<file path="src/isrf_defs.svh">
`ifndef ISRF_DEFS_SVH
`define ISRF_DEFS_SVH

// ***********************************************
// status bit positions
// ***********************************************
`define ISRF_ACC_BIT  2
`define ISRF_RRDY_BIT 3

// ***********************************************
// reset values and widths
// ***********************************************
`define ISRF_FLAG_RST 1'h0
`define ISRF_DATA_W   8
`define ISRF_STAT_W   4

`endif

</file>
<file path="src/isrf_pkg.sv">
package isrf_pkg;

  typedef enum logic [1:0] {
    ISRF_IDLE = 2'h0,
    ISRF_BUSY = 2'h1,
    ISRF_DONE = 2'h3
  } isrf_state_type;

endpackage : isrf_pkg

</file>
<file path="src/isrf_status_flags.sv">
`timescale 1ns/1ps
`include "isrf_defs.svh"

// Summary of operation
// - the receive-ready flag sets when a byte moves from rx_shift_reg into rx_data_reg.
// - the receive-ready flag clears on module_run_bit low or on processor reset.
// - the register-access-ready flag sits at status bit 2 and only acts in master mode.
// - the register-access-ready flag sets once address, data and command are consumed.
// - the register-access-ready flag clears when the controller starts using the registers.
// - writing 1 to bit 2 clears the register-access-ready flag, writing 0 leaves it.
// - the register-access-ready flag is both a pollable bit and an interrupt request source.
// - reading rx_data_reg clears the receive-ready flag.
// - writing 1 to status bit 3 clears the receive-ready flag.

module isrf_status_flags #(
  // widths
  parameter int DATA_W = `ISRF_DATA_W,
  parameter int STAT_W = `ISRF_STAT_W
) (
  // clock and reset
  input  wire logic              clk,
  input  wire logic              nrst,
  // mode control
  input  wire logic              module_run_bit,
  input  wire logic              master_mode,
  // serial engine events
  input  wire logic              rx_xfer_done,
  input  wire logic [DATA_W-1:0] rx_shift_reg,
  input  wire logic              regs_consumed,
  input  wire logic              regs_start_use,
  // cpu side
  input  wire logic              rx_data_rd,
  input  wire logic              stat_wr,
  input  wire logic [STAT_W-1:0] stat_wdata,
  // results
  output logic [DATA_W-1:0]      rx_data_reg,
  output logic                   receive_ready_flag,
  output logic                   regs_access_ready_flag,
  output logic                   access_irq_req
);

  // ***********************************************
  // elaboration checks
  // ***********************************************
  // both clear bits must land inside the status write word
  if (STAT_W <= `ISRF_RRDY_BIT || STAT_W <= `ISRF_ACC_BIT) begin : g_bad_stat_w
    $error("stat_wdata too narrow for the clear bits");
  end
  if (`ISRF_RRDY_BIT == `ISRF_ACC_BIT) begin : g_bad_bit_pos
    $error("the two clear bits must differ");
  end
  if (DATA_W < 1) begin : g_bad_data_w
    $error("rx data width must be at least one bit");
  end
  if (`ISRF_FLAG_RST != 1'h0) begin : g_bad_flag_rst
    $error("flags must reset to zero");
  end

  // ***********************************************
  // declarations
  // ***********************************************
  // flag slots
  localparam int NUM_FLAGS = 2;
  localparam int RX_IDX    = 0;
  localparam int ACC_IDX   = 1;

  // event decode
  logic                     ctl_reset;
  logic                     rx_rd_clr;
  logic                     rx_wr_clr;
  logic                     acc_wr_clr;

  // flag cells
  logic [NUM_FLAGS-1:0]     flag_hold;
  logic [NUM_FLAGS-1:0]     flag_set;
  logic [NUM_FLAGS-1:0]     flag_clr;
  logic [NUM_FLAGS-1:0]     flag_bits;

  // command tracking
  isrf_pkg::isrf_state_type cmd_state_ff;
  isrf_pkg::isrf_state_type nxt_cmd_state;

  // receive data
  logic [DATA_W-1:0]        rx_data_ff;
  logic [DATA_W-1:0]        nxt_rx_data;

  // interrupt request
  logic                     acc_irq_ff;
  logic                     nxt_acc_irq;

  // ***********************************************
  // event decode
  // ***********************************************
  // each flag: hold wins, then set, then clear
  // status writes clear only where a 1 is written
  always_comb begin
    ctl_reset          = !module_run_bit;
    rx_rd_clr          = rx_data_rd;
    rx_wr_clr          = stat_wr && stat_wdata[`ISRF_RRDY_BIT];
    acc_wr_clr         = stat_wr && stat_wdata[`ISRF_ACC_BIT];
    // receive-ready events
    flag_hold[RX_IDX]  = ctl_reset;
    flag_set[RX_IDX]   = rx_xfer_done;
    flag_clr[RX_IDX]   = rx_rd_clr || rx_wr_clr;
    // register-access-ready events, only meaningful as bus master
    flag_hold[ACC_IDX] = ctl_reset || !master_mode;
    flag_set[ACC_IDX]  = regs_consumed && (cmd_state_ff == isrf_pkg::ISRF_BUSY);
    flag_clr[ACC_IDX]  = regs_start_use || acc_wr_clr;
  end

  // ***********************************************
  // command tracking
  // ***********************************************
  // consumption only counts after a start; avoids a stray ready at idle
  // a second start while busy is not queued
  always_comb begin
    nxt_cmd_state = cmd_state_ff;
    case (cmd_state_ff)
      isrf_pkg::ISRF_IDLE: begin
        if (regs_start_use) begin
          nxt_cmd_state = isrf_pkg::ISRF_BUSY;
        end
      end
      isrf_pkg::ISRF_BUSY: begin
        if (regs_consumed) begin
          nxt_cmd_state = isrf_pkg::ISRF_DONE;
        end
      end
      isrf_pkg::ISRF_DONE: begin
        if (regs_start_use) begin
          nxt_cmd_state = isrf_pkg::ISRF_BUSY;
        end else begin
          nxt_cmd_state = isrf_pkg::ISRF_IDLE;
        end
      end
      default: begin
        nxt_cmd_state = isrf_pkg::ISRF_IDLE;
      end
    endcase
    if (flag_hold[ACC_IDX]) begin
      nxt_cmd_state = isrf_pkg::ISRF_IDLE;
    end
  end

  always_ff @(posedge clk) begin
    if (!nrst) begin
      cmd_state_ff <= isrf_pkg::ISRF_IDLE;
    end else begin
      cmd_state_ff <= nxt_cmd_state;
    end
  end

  // ***********************************************
  // receive data register
  // ***********************************************
  // loads even while module_run_bit is low; only nrst clears it
  always_comb begin
    nxt_rx_data = rx_data_ff;
    if (rx_xfer_done) begin
      nxt_rx_data = rx_shift_reg;
    end
  end

  always_ff @(posedge clk) begin
    if (!nrst) begin
      rx_data_ff <= {DATA_W{1'b0}};
    end else begin
      rx_data_ff <= nxt_rx_data;
    end
  end

  // ***********************************************
  // flags
  // ***********************************************
  // one cell per flag; both share the hold > set > clear order
  for (genvar i = 0; i < NUM_FLAGS; i++) begin : g_flag
    isrf_flag_cell isrf_flag_cell_i (
      .clk      (clk),
      .nrst     (nrst),
      .hold_clr (flag_hold[i]),
      .set_evt  (flag_set[i]),
      .clr_evt  (flag_clr[i]),
      .flag_ff  (flag_bits[i])
    );
  end

  // ***********************************************
  // interrupt request
  // ***********************************************
  // irq request mirrors the flag's next value so both rise together
  always_comb begin
    nxt_acc_irq = acc_irq_ff;
    if (flag_clr[ACC_IDX]) begin
      nxt_acc_irq = 1'h0;
    end
    if (flag_set[ACC_IDX]) begin
      nxt_acc_irq = 1'h1;
    end
    if (flag_hold[ACC_IDX]) begin
      nxt_acc_irq = `ISRF_FLAG_RST;
    end
  end

  always_ff @(posedge clk) begin
    if (!nrst) begin
      acc_irq_ff <= `ISRF_FLAG_RST;
    end else begin
      acc_irq_ff <= nxt_acc_irq;
    end
  end

  // ***********************************************
  // outputs
  // ***********************************************
  // every output comes straight from a flop
  assign rx_data_reg            = rx_data_ff;
  assign receive_ready_flag     = flag_bits[RX_IDX];
  assign regs_access_ready_flag = flag_bits[ACC_IDX];
  assign access_irq_req         = acc_irq_ff;

endmodule : isrf_status_flags

</file>
<file path="src/isrf_flag_cell.sv">
`timescale 1ns/1ps
`include "isrf_defs.svh"

module isrf_flag_cell (
  // clock and reset
  input  wire logic clk,
  input  wire logic nrst,
  // events
  input  wire logic hold_clr,
  input  wire logic set_evt,
  input  wire logic clr_evt,
  // state
  output logic      flag_ff
);

  logic nxt_flag;

  // set wins over clear so no event is lost
  always_comb begin
    nxt_flag = flag_ff;
    if (clr_evt) begin
      nxt_flag = 1'h0;
    end
    if (set_evt) begin
      nxt_flag = 1'h1;
    end
    if (hold_clr) begin
      nxt_flag = `ISRF_FLAG_RST;
    end
  end

  always_ff @(posedge clk) begin
    if (!nrst) begin
      flag_ff <= `ISRF_FLAG_RST;
    end else begin
      flag_ff <= nxt_flag;
    end
  end

endmodule : isrf_flag_cell

</file>
<file path="config.mk">
export PLATFORM = sky130hd
export DESIGN_NAME = isrf_status_flags
export DESIGN_NICKNAME = d
export VERILOG_FILES = /design/src/isrf_pkg.sv /design/src/isrf_status_flags.sv /design/src/isrf_flag_cell.sv
export VERILOG_INCLUDE_DIRS = /design/src
export SDC_FILE = /design/constraint.sdc
export NUM_CORES = 1
export LEC_CHECK = 0
export BUFFER_PORTS_ARGS = -buffer_cell sky130_fd_sc_hd__buf_2
export CAP_MARGIN = 25
export CORE_AREA = 2 2 39 41
export CTS_BUF_LIST = sky130_fd_sc_hd__clkbuf_4
export DETAILED_ROUTE_END_ITERATION = 12
export DIE_AREA = 0 0 41 43
export PLACE_DENSITY = 0.69
export SETUP_SLACK_MARGIN = 0.2
export SLEW_MARGIN = 30
export SYNTH_ARGS = -nofsm -noshare
export SYNTH_HDL_FRONTEND = slang
export SYNTH_SLANG_ARGS = --single-unit
</file>
<file path="constraint.sdc">
create_clock -name clk -period 1.1 [get_ports clk]
set_clock_uncertainty 0.2 [all_clocks]
set_input_delay 0.11 -clock clk [delete_from_list [all_inputs] [get_ports clk]]
set_output_delay 0.11 -clock clk [all_outputs]
set_load 0.05 [all_outputs]
</file>
### Yosys cells after proc, flatten, opt, wreduce, memory -nomap -nowiden

Cells that the tools add are included.

| word-level totals | value |
|---|---|
| register bits after elaboration | 12 |
| input bits | 21 |
| output and inout bits | 11 |
| logic and storage cells | 31 |

| operators by class | value |
|---|---|
| equal/unequal tests | 4 |
| muxes and demuxes | 8 |
| bitwise logic cells | 1 |
| reductions and logical operators | 14 |

Operator list:

| kind | number |
|---|---|
| case mux 2 bit (3 select lines) | 1 |
| 2-to-1 mux 1 bit | 5 |
| 2-to-1 mux 2 bit | 2 |
| inequality test 2 bit (second input constant) | 2 |
| AND reduction 2 bit | 2 |
| nonzero test 2 bit | 2 |
| logical AND 1 bit | 3 |
| logical OR 1 bit | 3 |
| equality test 2 x 1 -> 1 bit (second input constant) | 1 |
| equality test 2 bit (second input constant) | 1 |
| zero test 1 bit | 2 |
| zero test 2 bit | 1 |
| OR reduction 2 bit | 1 |
| NOT 1 bit | 1 |

### Longest topological paths before layout

Gate-level depths: netlist of run 1.

| depth | value |
|---|---|
| word-level depth | 4 |
| gate-level depth with buffers | 3 |
| gate-level depth less buffers | 3 |

### Modules after synthesis

A second synthesis of run 1 with hierarchy kept.

| unflattened totals | value |
|---|---|
| cells, all modules | 51 |
| area, all modules | 519.2 um^2 |

By module, submodules not included:

| module | instances | cells an instance | area an instance (um^2) | seq. area each (um^2) |
|---|---|---|---|---|
| isrf_status_flags | 1 | 43 | 439.2 | 220.2 |
| isrf_flag_cell | 2 | 4 | 40.0 | 20.0 |

### Worst setup path before layout of run 1

OpenSTA, ideal clock, no wires.

| timing | value |
|---|---|
| kind | register to register |
| start point | reg g_flag[1].isrf_flag_cell_i.flag_ff (netlist name) |
| end point | reg g_flag[1].isrf_flag_cell_i.flag_ff |
| setup time | 58 ps |
| arrival time | 1035 ps |
| required time | 842 ps |
| setup slack | -193 ps |
| cell stages (with the launch flop) | 4 |
| buffers on the path | 0 |
| period minus slack after synthesis | 1293 ps |
| path through | dfxtp_1 -> inv_1 -> a2111oi_2 -> or2_1 |

RTL lines:

| item | RTL line | source |
|---|---|---|
| end signal, assigned | isrf_flag_cell.sv:34 | `` flag_ff <= `ISRF_FLAG_RST; `` |
| end signal, assigned | isrf_flag_cell.sv:36 | `flag_ff <= nxt_flag;` |
| end, declared | isrf_flag_cell.sv:13 | `output logic flag_ff` |

==> reports/metrics.csv, run 1 <==
stage,metric,value,unit
setup_path,"Slowest-stage cell, CP",dfxtp_4,
cells_and_area,layout cell share with drive strength beyond 1,0.6184,
cells_and_area,Nets,98,
sta,Fin Hold WS,-0.1220,ns
placement,placed cell areas,661.9,um^2
grt,first-pass GRT wire length,1628,um
sta,final setup fails,0,
floorplanning,total die area,0.001763,mm^2
pwr,pwr/cell area,1152,mW/mm^2
synthesis,post-synth design cell area,464.2,um^2
floorplanning,die width,41,um
clocking,CTS tree,yes,
run_status,status,finished with violations,
synthesis,Post-Synth Adder-Cell Area,0,
clocking,deepest clock path buffer count,2,
pwr,sequential share of power,0.490,
synthesis,post-synth net total,65,
synthesis,Yosys reg bits,12,
pwr,VDD IR max,0.6091,mV
clocking,TritonCTS Buffers,3,
grt,total grt overflow,0,
synthesis,yosys warns,0,
synthesis,Synth Area in XOR/XNOR,0,
setup_path,CP Capture Type,primary output,
setup_path,crit path cell chain,buf_8,
drt,DR vias/cell,4.359,
cells_and_area,# diodes,0,
synthesis,Post-synth EDFFs,0,
floorplanning,Die H,43,um
sta,final worst-path cycle share,0.9980,
synthesis,syn avg cell area,10.55,um^2
hold_path,hold path depth,3,
drt,Total Routed Length,1000,um
cells_and_area,most frequent cells in the layout,"buf_2, buf_8, dfxtp_4",
pwr,Pwr Total,940.1,uW
synthesis,post-synth cell types,15,
sta,Slew headroom,0.8281,
cells_and_area,Area Growth Syn to Fin,75.74,%
cells_and_area,max reg flops,8,
drt,DR vias,401,
drt,WL/cell,10.87,um
grt,pin count of the biggest net entering global routing,10,
sta,"Hold Violations, Final",11,
floorplanning,Ports,32,
grt,initial antenna violation count,0,
grt,GRT Total Usage,0.1342,
drt,DRC violations left,0,
hold_path,hold endpoint,g_flag[0].isrf_flag_cell_i.flag_ff,
run_status,failing checks,negative hold slack,
sta,min Tclk post-route,1.098,ns
setup_path,Critical Path RT,0.79,ns
drt,drt initial violations,1,
sta,Worst-Margin Slew,0.2579,ns
synthesis,ys flop type,dfxtp_1,
synthesis,share of synthesized registers carrying an async set or reset,0,
synthesis,post-synth top area share,0.5175,
setup_path,Bufs and invs on worst path,1,
sta,Peak Freq,911.0,MHz
synthesis,Compound-Gate Fraction of Synth Area,0.07278,
clocking,root buf cell,clkbuf_4,
sta,sum of negative setup slack,0,ns
grt,vias in the first global route,426,
pwr,Int Pwr,675.8,uW
synthesis,post-synth top area cell,dfxtp_1,
pwr,switching pwr,264.3,uW
clocking,Clock Latency Late Sink,0.26,ns
floorplanning,CORE AREA,0.001384,mm^2
hold_path,hold crit path type,in -> reg,
job,max-cap violations,0,
cells_and_area,fin area,815.8,um^2
setup_path,crit-path max FO,3,
setup_path,CP Launch Type,register,
setup_path,r2r setup slk,0.11,ns
floorplanning,initial core utilization,0.3354,
pwr,P_leak,0.3639,nW
drt,1st-pass router iterations,2,
pwr,Combinational Power Share,0.230,
synthesis,Post-Synthesis Cells,44,
cells_and_area,"commonest non-fill, non-tap cell in the layout",buf_2,
sta,unrepaired setup endpoints after global routing,true,
pwr,Clk pwr share,0.280,
setup_path,reg2reg path depth,3,
setup_path,critical path type,reg -> out,
synthesis,Area contributors post-synth,"dfxtp_1, mux2i_1, nor2b_1",
clocking,# H-tree levels,1,
setup_path,"Largest stage delay, worst path",0.38,ns
synthesis,Synth Area in Simple Gates,0.1941,
pwr,Net Sw Frac,0.2812,
clocking,Worst-path clk slew,0.07,ns
drt,Antenna Nets Post-Route,0,
synthesis,"Seq/Total Area, Yosys",0.5175,
hold_path,worst hold start,module_run_bit,
setup_path,reg2reg start,g_flag[1].isrf_flag_cell_i.flag_ff,
floorplanning,FP Rows,14,
synthesis,proportion of synthesized area in mux cells,0.1725,
setup_path,"CP delay by family, top",flip-flops,
placement,port bufs,29,
clocking,# clock sinks,12,
setup_path,endpoint of the worst register-to-register path,g_flag[1].isrf_flag_cell_i.flag_ff,
setup_path,Critical Path AT,0.79,ns
synthesis,largest family of logic cells by synthesized area,simple AND/OR/NAND/NOR gates,
sta,Max Transition Viols Final,0,
placement,gpl congestion,0.5817,
routing by layer:
metal | global-route usage | vias to the layer above | wire [um]
met5 | 0 | - | 0
met4 | 0.04000 | 0 | 0
met3 | 0.04712 | 0 | 101
met2 | 0.2156 | 22 | 480
met1 | 0.1601 | 168 | 418
li1 | - | 211 | -
synth_stat cells (2+ instances only):
library cell  instances
nor2b_1               8
mux2i_1               8
inv_1                 2
nand2_1               4
dfxtp_1              12
power groups by stage:
stage / Sequential, mW / Clock (mW) / Combinational [mW]
after CTS: 0.461 / 0.281 / 0.214
after detailed placement: 0.463 / 0 / 0.176
after global routing: 0.464 / 0.309 / 0.231
after global placement: 0.462 / 0 / 0.174
after floorplan: 0.532 / 0 / 0.0449
final: 0.461 / 0.263 / 0.216
timing repair:
item                                    CTS  global route
gates resized for setup                  32             3
endpoints found under the setup margin   12            12
setup buffers                             0             0
endpoints found under the hold margin    11            11
pin swaps                                 1             0
kinds of logic (layout without fill, tap and decap cells):
group                  after synthesis  in the layout
flip-flops                          12             12
AND/OR/NAND/NOR                     16             16
buffers and inverters                4             36
AO/OA/AOI/OAI                        4              4
multiplexers                         8              8
final cells by class:
| class | count | area, um^2 |
|---|---|---|
| fillers | 133 | 568.0 |
| flip-flops and latches | 12 | 277.8 |
| repair buffers | 30 | 262.8 |
| multi-input cells | 28 | 221.5 |
| clock buffers | 3 | 22.52 |
| well taps | 16 | 20.02 |
| inverters | 2 | 7.507 |
| clock inverters | 1 | 3.754 |
how the worst max path moves through the flow:
stage,depth (start not counted),to,start,slack [ns]
floorplan,3,g_flag[1].isrf_flag_cell_i.flag_ff,g_flag[1].isrf_flag_cell_i.flag_ff,0.07
global placement,4,g_flag[1].isrf_flag_cell_i.flag_ff,nrst,0.12
detailed placement,4,g_flag[1].isrf_flag_cell_i.flag_ff,nrst,0.09
CTS,1,access_irq_req,g_flag[1].isrf_flag_cell_i.flag_ff,-0.008
global route,1,access_irq_req,g_flag[1].isrf_flag_cell_i.flag_ff,-0.04
finish,1,access_irq_req,g_flag[1].isrf_flag_cell_i.flag_ff,0.002
through the flow:
stage                     hold slack (ns)  setup WS, ns  utilization  std cells
after floorplan                   0.01947       0.06660            -         44
after global placement             0.1508        0.1201       0.4783         88
after detailed placement           0.1525       0.09049       0.4783         88
after CTS                         -0.1350     -0.007824       0.5750         92
after global routing              -0.1170      -0.03596       0.5895         92
final                             -0.1220      0.002244       0.5895         92
Note: power is estimated with default switching activity, not from simulation.
==> inputs of run 2 (changes only) <==
==> constraint.sdc (replaced) <==
create_clock -name clk -period 1.05 [get_ports clk]
set_clock_uncertainty 0.2 [all_clocks]
set_input_delay 0.105 -clock clk [delete_from_list [all_inputs] [get_ports clk]]
set_output_delay 0.105 -clock clk [all_outputs]
set_load 0.05 [all_outputs]
==> reports/metrics.csv, run 2 (same netlist as run 1, synthesis figures left out) <==
stage,metric,value,unit,change
cells_and_area,# diodes,0,,unchanged
job,max-cap violations,0,,unchanged
run_status,failing checks,"negative hold slack, negative setup slack",,
sta,Slew headroom,0.8307,,+0.002596
sta,fin worst setup slack,-0.03577,ns,-0.03801 ns
pwr,switching pwr,279.5,uW,+5.7%
setup_path,critical path type,reg -> out,,
drt,DR vias,410,,+2.2%
setup_path,crit-path max FO,3,,unchanged
sta,min Tclk post-route,1.086,ns,
setup_path,crit path cell chain,buf_6,,
pwr,Pwr Total,987.5,uW,+5.0%
floorplanning,die width,41,um,unchanged
setup_path,Bufs and invs on worst path,1,,unchanged
sta,"Hold Violations, Final",11,,unchanged
clocking,Worst-path clk slew,0.08,ns,about the same
cells_and_area,Seq. cell area,280.3,um^2,+0.90%
sta,final worst-path cycle share,1.034,,
grt,vias in the first global route,404,,-5.2%
cells_and_area,Layout fillers,133,,unchanged
drt,metal2 WL,487,um,+1.5%
floorplanning,CORE AREA,0.001384,mm^2,unchanged
drt,DR top layer,met3,,
drt,DR WL met3,92,um,-8.9%
cells_and_area,layout cell share with drive strength beyond 1,0.6447,,+0.02632
sta,Worst-Margin Slew,0.2540,ns,-0.003895 ns
cells_and_area,Area Growth Syn to Fin,74.66,%,
clocking,root buf cell,clkbuf_4,,
clocking,setup bufs post-CTS,0,,unchanged
sta,Peak Freq,921.0,MHz,
clocking,TritonCTS Buffers,3,,unchanged
drt,met1 wire length,452,um,+8.1%
drt,Total Routed Length,1032,um,+3.2%
pwr,Combinational Power Share,0.230,,about the same
clocking,# clock sinks,12,,unchanged
cells_and_area,"commonest non-fill, non-tap cell in the layout",buf_2,,
grt,GRT Total Usage,0.1325,,-0.001751
setup_path,Critical Path AT,0.78,ns,about the same
placement,post-DP HPWL,753.6,um,
clocking,# H-tree levels,1,,unchanged
grt,total grt overflow,0,,unchanged
pwr,VDD IR max,0.6997,mV,+15%
cells_and_area,most frequent cells in the layout,"buf_2, dfxtp_4, buf_8",,
grt,initial antenna violation count,0,,unchanged
run_status,status,finished with violations,,
pwr,Net Sw Frac,0.2831,,+0.001883
floorplanning,initial core utilization,0.3354,,unchanged
grt,pin count of the biggest net entering global routing,10,,unchanged
setup_path,CP Capture Type,primary output,,
sta,sum of negative setup slack,-0.1329,ns,-0.1329 ns
setup_path,CP Launch Type,register,,
setup_path,Critical Path RT,0.74,ns,-0.05 ns
setup_path,"Slowest-stage cell, CP",dfxtp_4,,
cells_and_area,max reg flops,8,,unchanged
setup_path,"Largest stage delay, worst path",0.37,ns,about the same
pwr,sequential share of power,0.489,,about the same
sta,final setup fails,10,,+10
drt,DRC violations left,0,,unchanged
floorplanning,FP Rows,14,,unchanged
placement,port bufs,29,,unchanged
cells_and_area,Nets,98,,unchanged
pwr,pwr/cell area,1218,mW/mm^2,+5.7%
pwr,P_leak,0.3628,nW,-0.31%
sta,Fin Hold WS,-0.1184,ns,+0.003554 ns
drt,WL/cell,11.22,um,+3.2%
cells_and_area,multi-input logic area,221.5,um^2,unchanged
clocking,deepest clock path buffer count,2,,unchanged
setup_path,"CP delay by family, top",flip-flops,,
floorplanning,Die H,43,um,unchanged
grt,first-pass GRT wire length,1628,um,unchanged
placement,gpl congestion,0.6239,,+7.3%
drt,Antenna Nets Post-Route,0,,unchanged
clocking,CTS tree,yes,,
pwr,Clk pwr share,0.281,,about the same
pwr,Int Pwr,708.0,uW,+4.8%
drt,DR vias/cell,4.457,,+2.2%
sta,unrepaired setup endpoints after global routing,true,,
floorplanning,Ports,32,,unchanged
sta,Max Transition Viols Final,0,,unchanged
clocking,Clock Latency Late Sink,0.26,ns,about the same
drt,1st-pass router iterations,2,,unchanged
drt,drt initial violations,6,,+5
hold_path,hold crit path type,in -> reg,,
floorplanning,total die area,0.001763,mm^2,unchanged
[run 2: cell counts in the layout (fill, tap and decap cells not counted)]
No cell type changed its count.
[run 2: power groups by stage]
stage / clock (mW) / sequential, mW / combinational [mW]
after CTS: 0.278 / 0.483 / 0.225
after global placement: 0 / 0.484 / 0.182
after global routing: 0.302 / 0.486 / 0.243
final: 0.277 / 0.483 / 0.227
after detailed placement: 0 / 0.485 / 0.185
after floorplan: 0 / 0.557 / 0.0482
[run 2: worst paths after layout]
| path | from | end | slack [ns] | cells past startpoint |
|---|---|---|---|---|
| max reg2reg | cmd_state_ff[0] | g_flag[1].isrf_flag_cell_i.flag_ff | 0.07 | 3 |
| min reg2reg | cmd_state_ff[1] | cmd_state_ff[1] | 0.21 | 1 |
| min | regs_consumed | cmd_state_ff[1] | -0.12 | 3 |
| max | g_flag[1].isrf_flag_cell_i.flag_ff | regs_access_ready_flag | -0.04 | 1 |
[run 2: worst register-to-register path, cell delays in order, from the launching register on]
cell,delay (ns)
dfxtp_2,0.33
nand2_1,0.07
nor3_2,0.04
or2_1,0.22
[run 2: what timing repair did]
action | CTS | global route
resized for setup | 33 | 2
setup endpoints to repair | 14 | 22
endpoints found under the hold margin | 11 | 10
cloned | 0 | 0
pin swaps | 2 | 1
[run 2: cell type report]
| type | instances | share of cell area |
|---|---|---|
| tap | 16 | 0.02469 |
| clock inverter | 1 | 0.004630 |
| timing repair buffer | 30 | 0.3148 |
| multi-input combinational | 28 | 0.2731 |
| clock buffer | 3 | 0.02778 |
| sequential | 12 | 0.3457 |
| inverter | 2 | 0.009259 |
[run 2: per-stage QoR]
step / setup WS (ns) / hold WS [ns] / cell area (um^2) / utilization / instances
after floorplan: 0.01660 / 0.01447 / 504.2 / - / 44
after global placement: 0.07716 / 0.1501 / 661.9 / 0.4783 / 88
after detailed placement: 0.05555 / 0.1494 / 661.9 / 0.4783 / 88
after CTS: -0.03877 / -0.1220 / 797.0 / 0.5759 / 92
after global routing: -0.05947 / -0.1136 / 810.8 / 0.5859 / 92
final: -0.03577 / -0.1184 / 810.8 / 0.5859 / 92
[run 2: routing by layer]
metal | vias to the layer above | global-route usage
met2 | 22 | 0.1969
met5 | - | 0
met3 | 0 | 0.03141
met4 | 0 | 0.04000
li1 | 211 | -
met1 | 177 | 0.1842
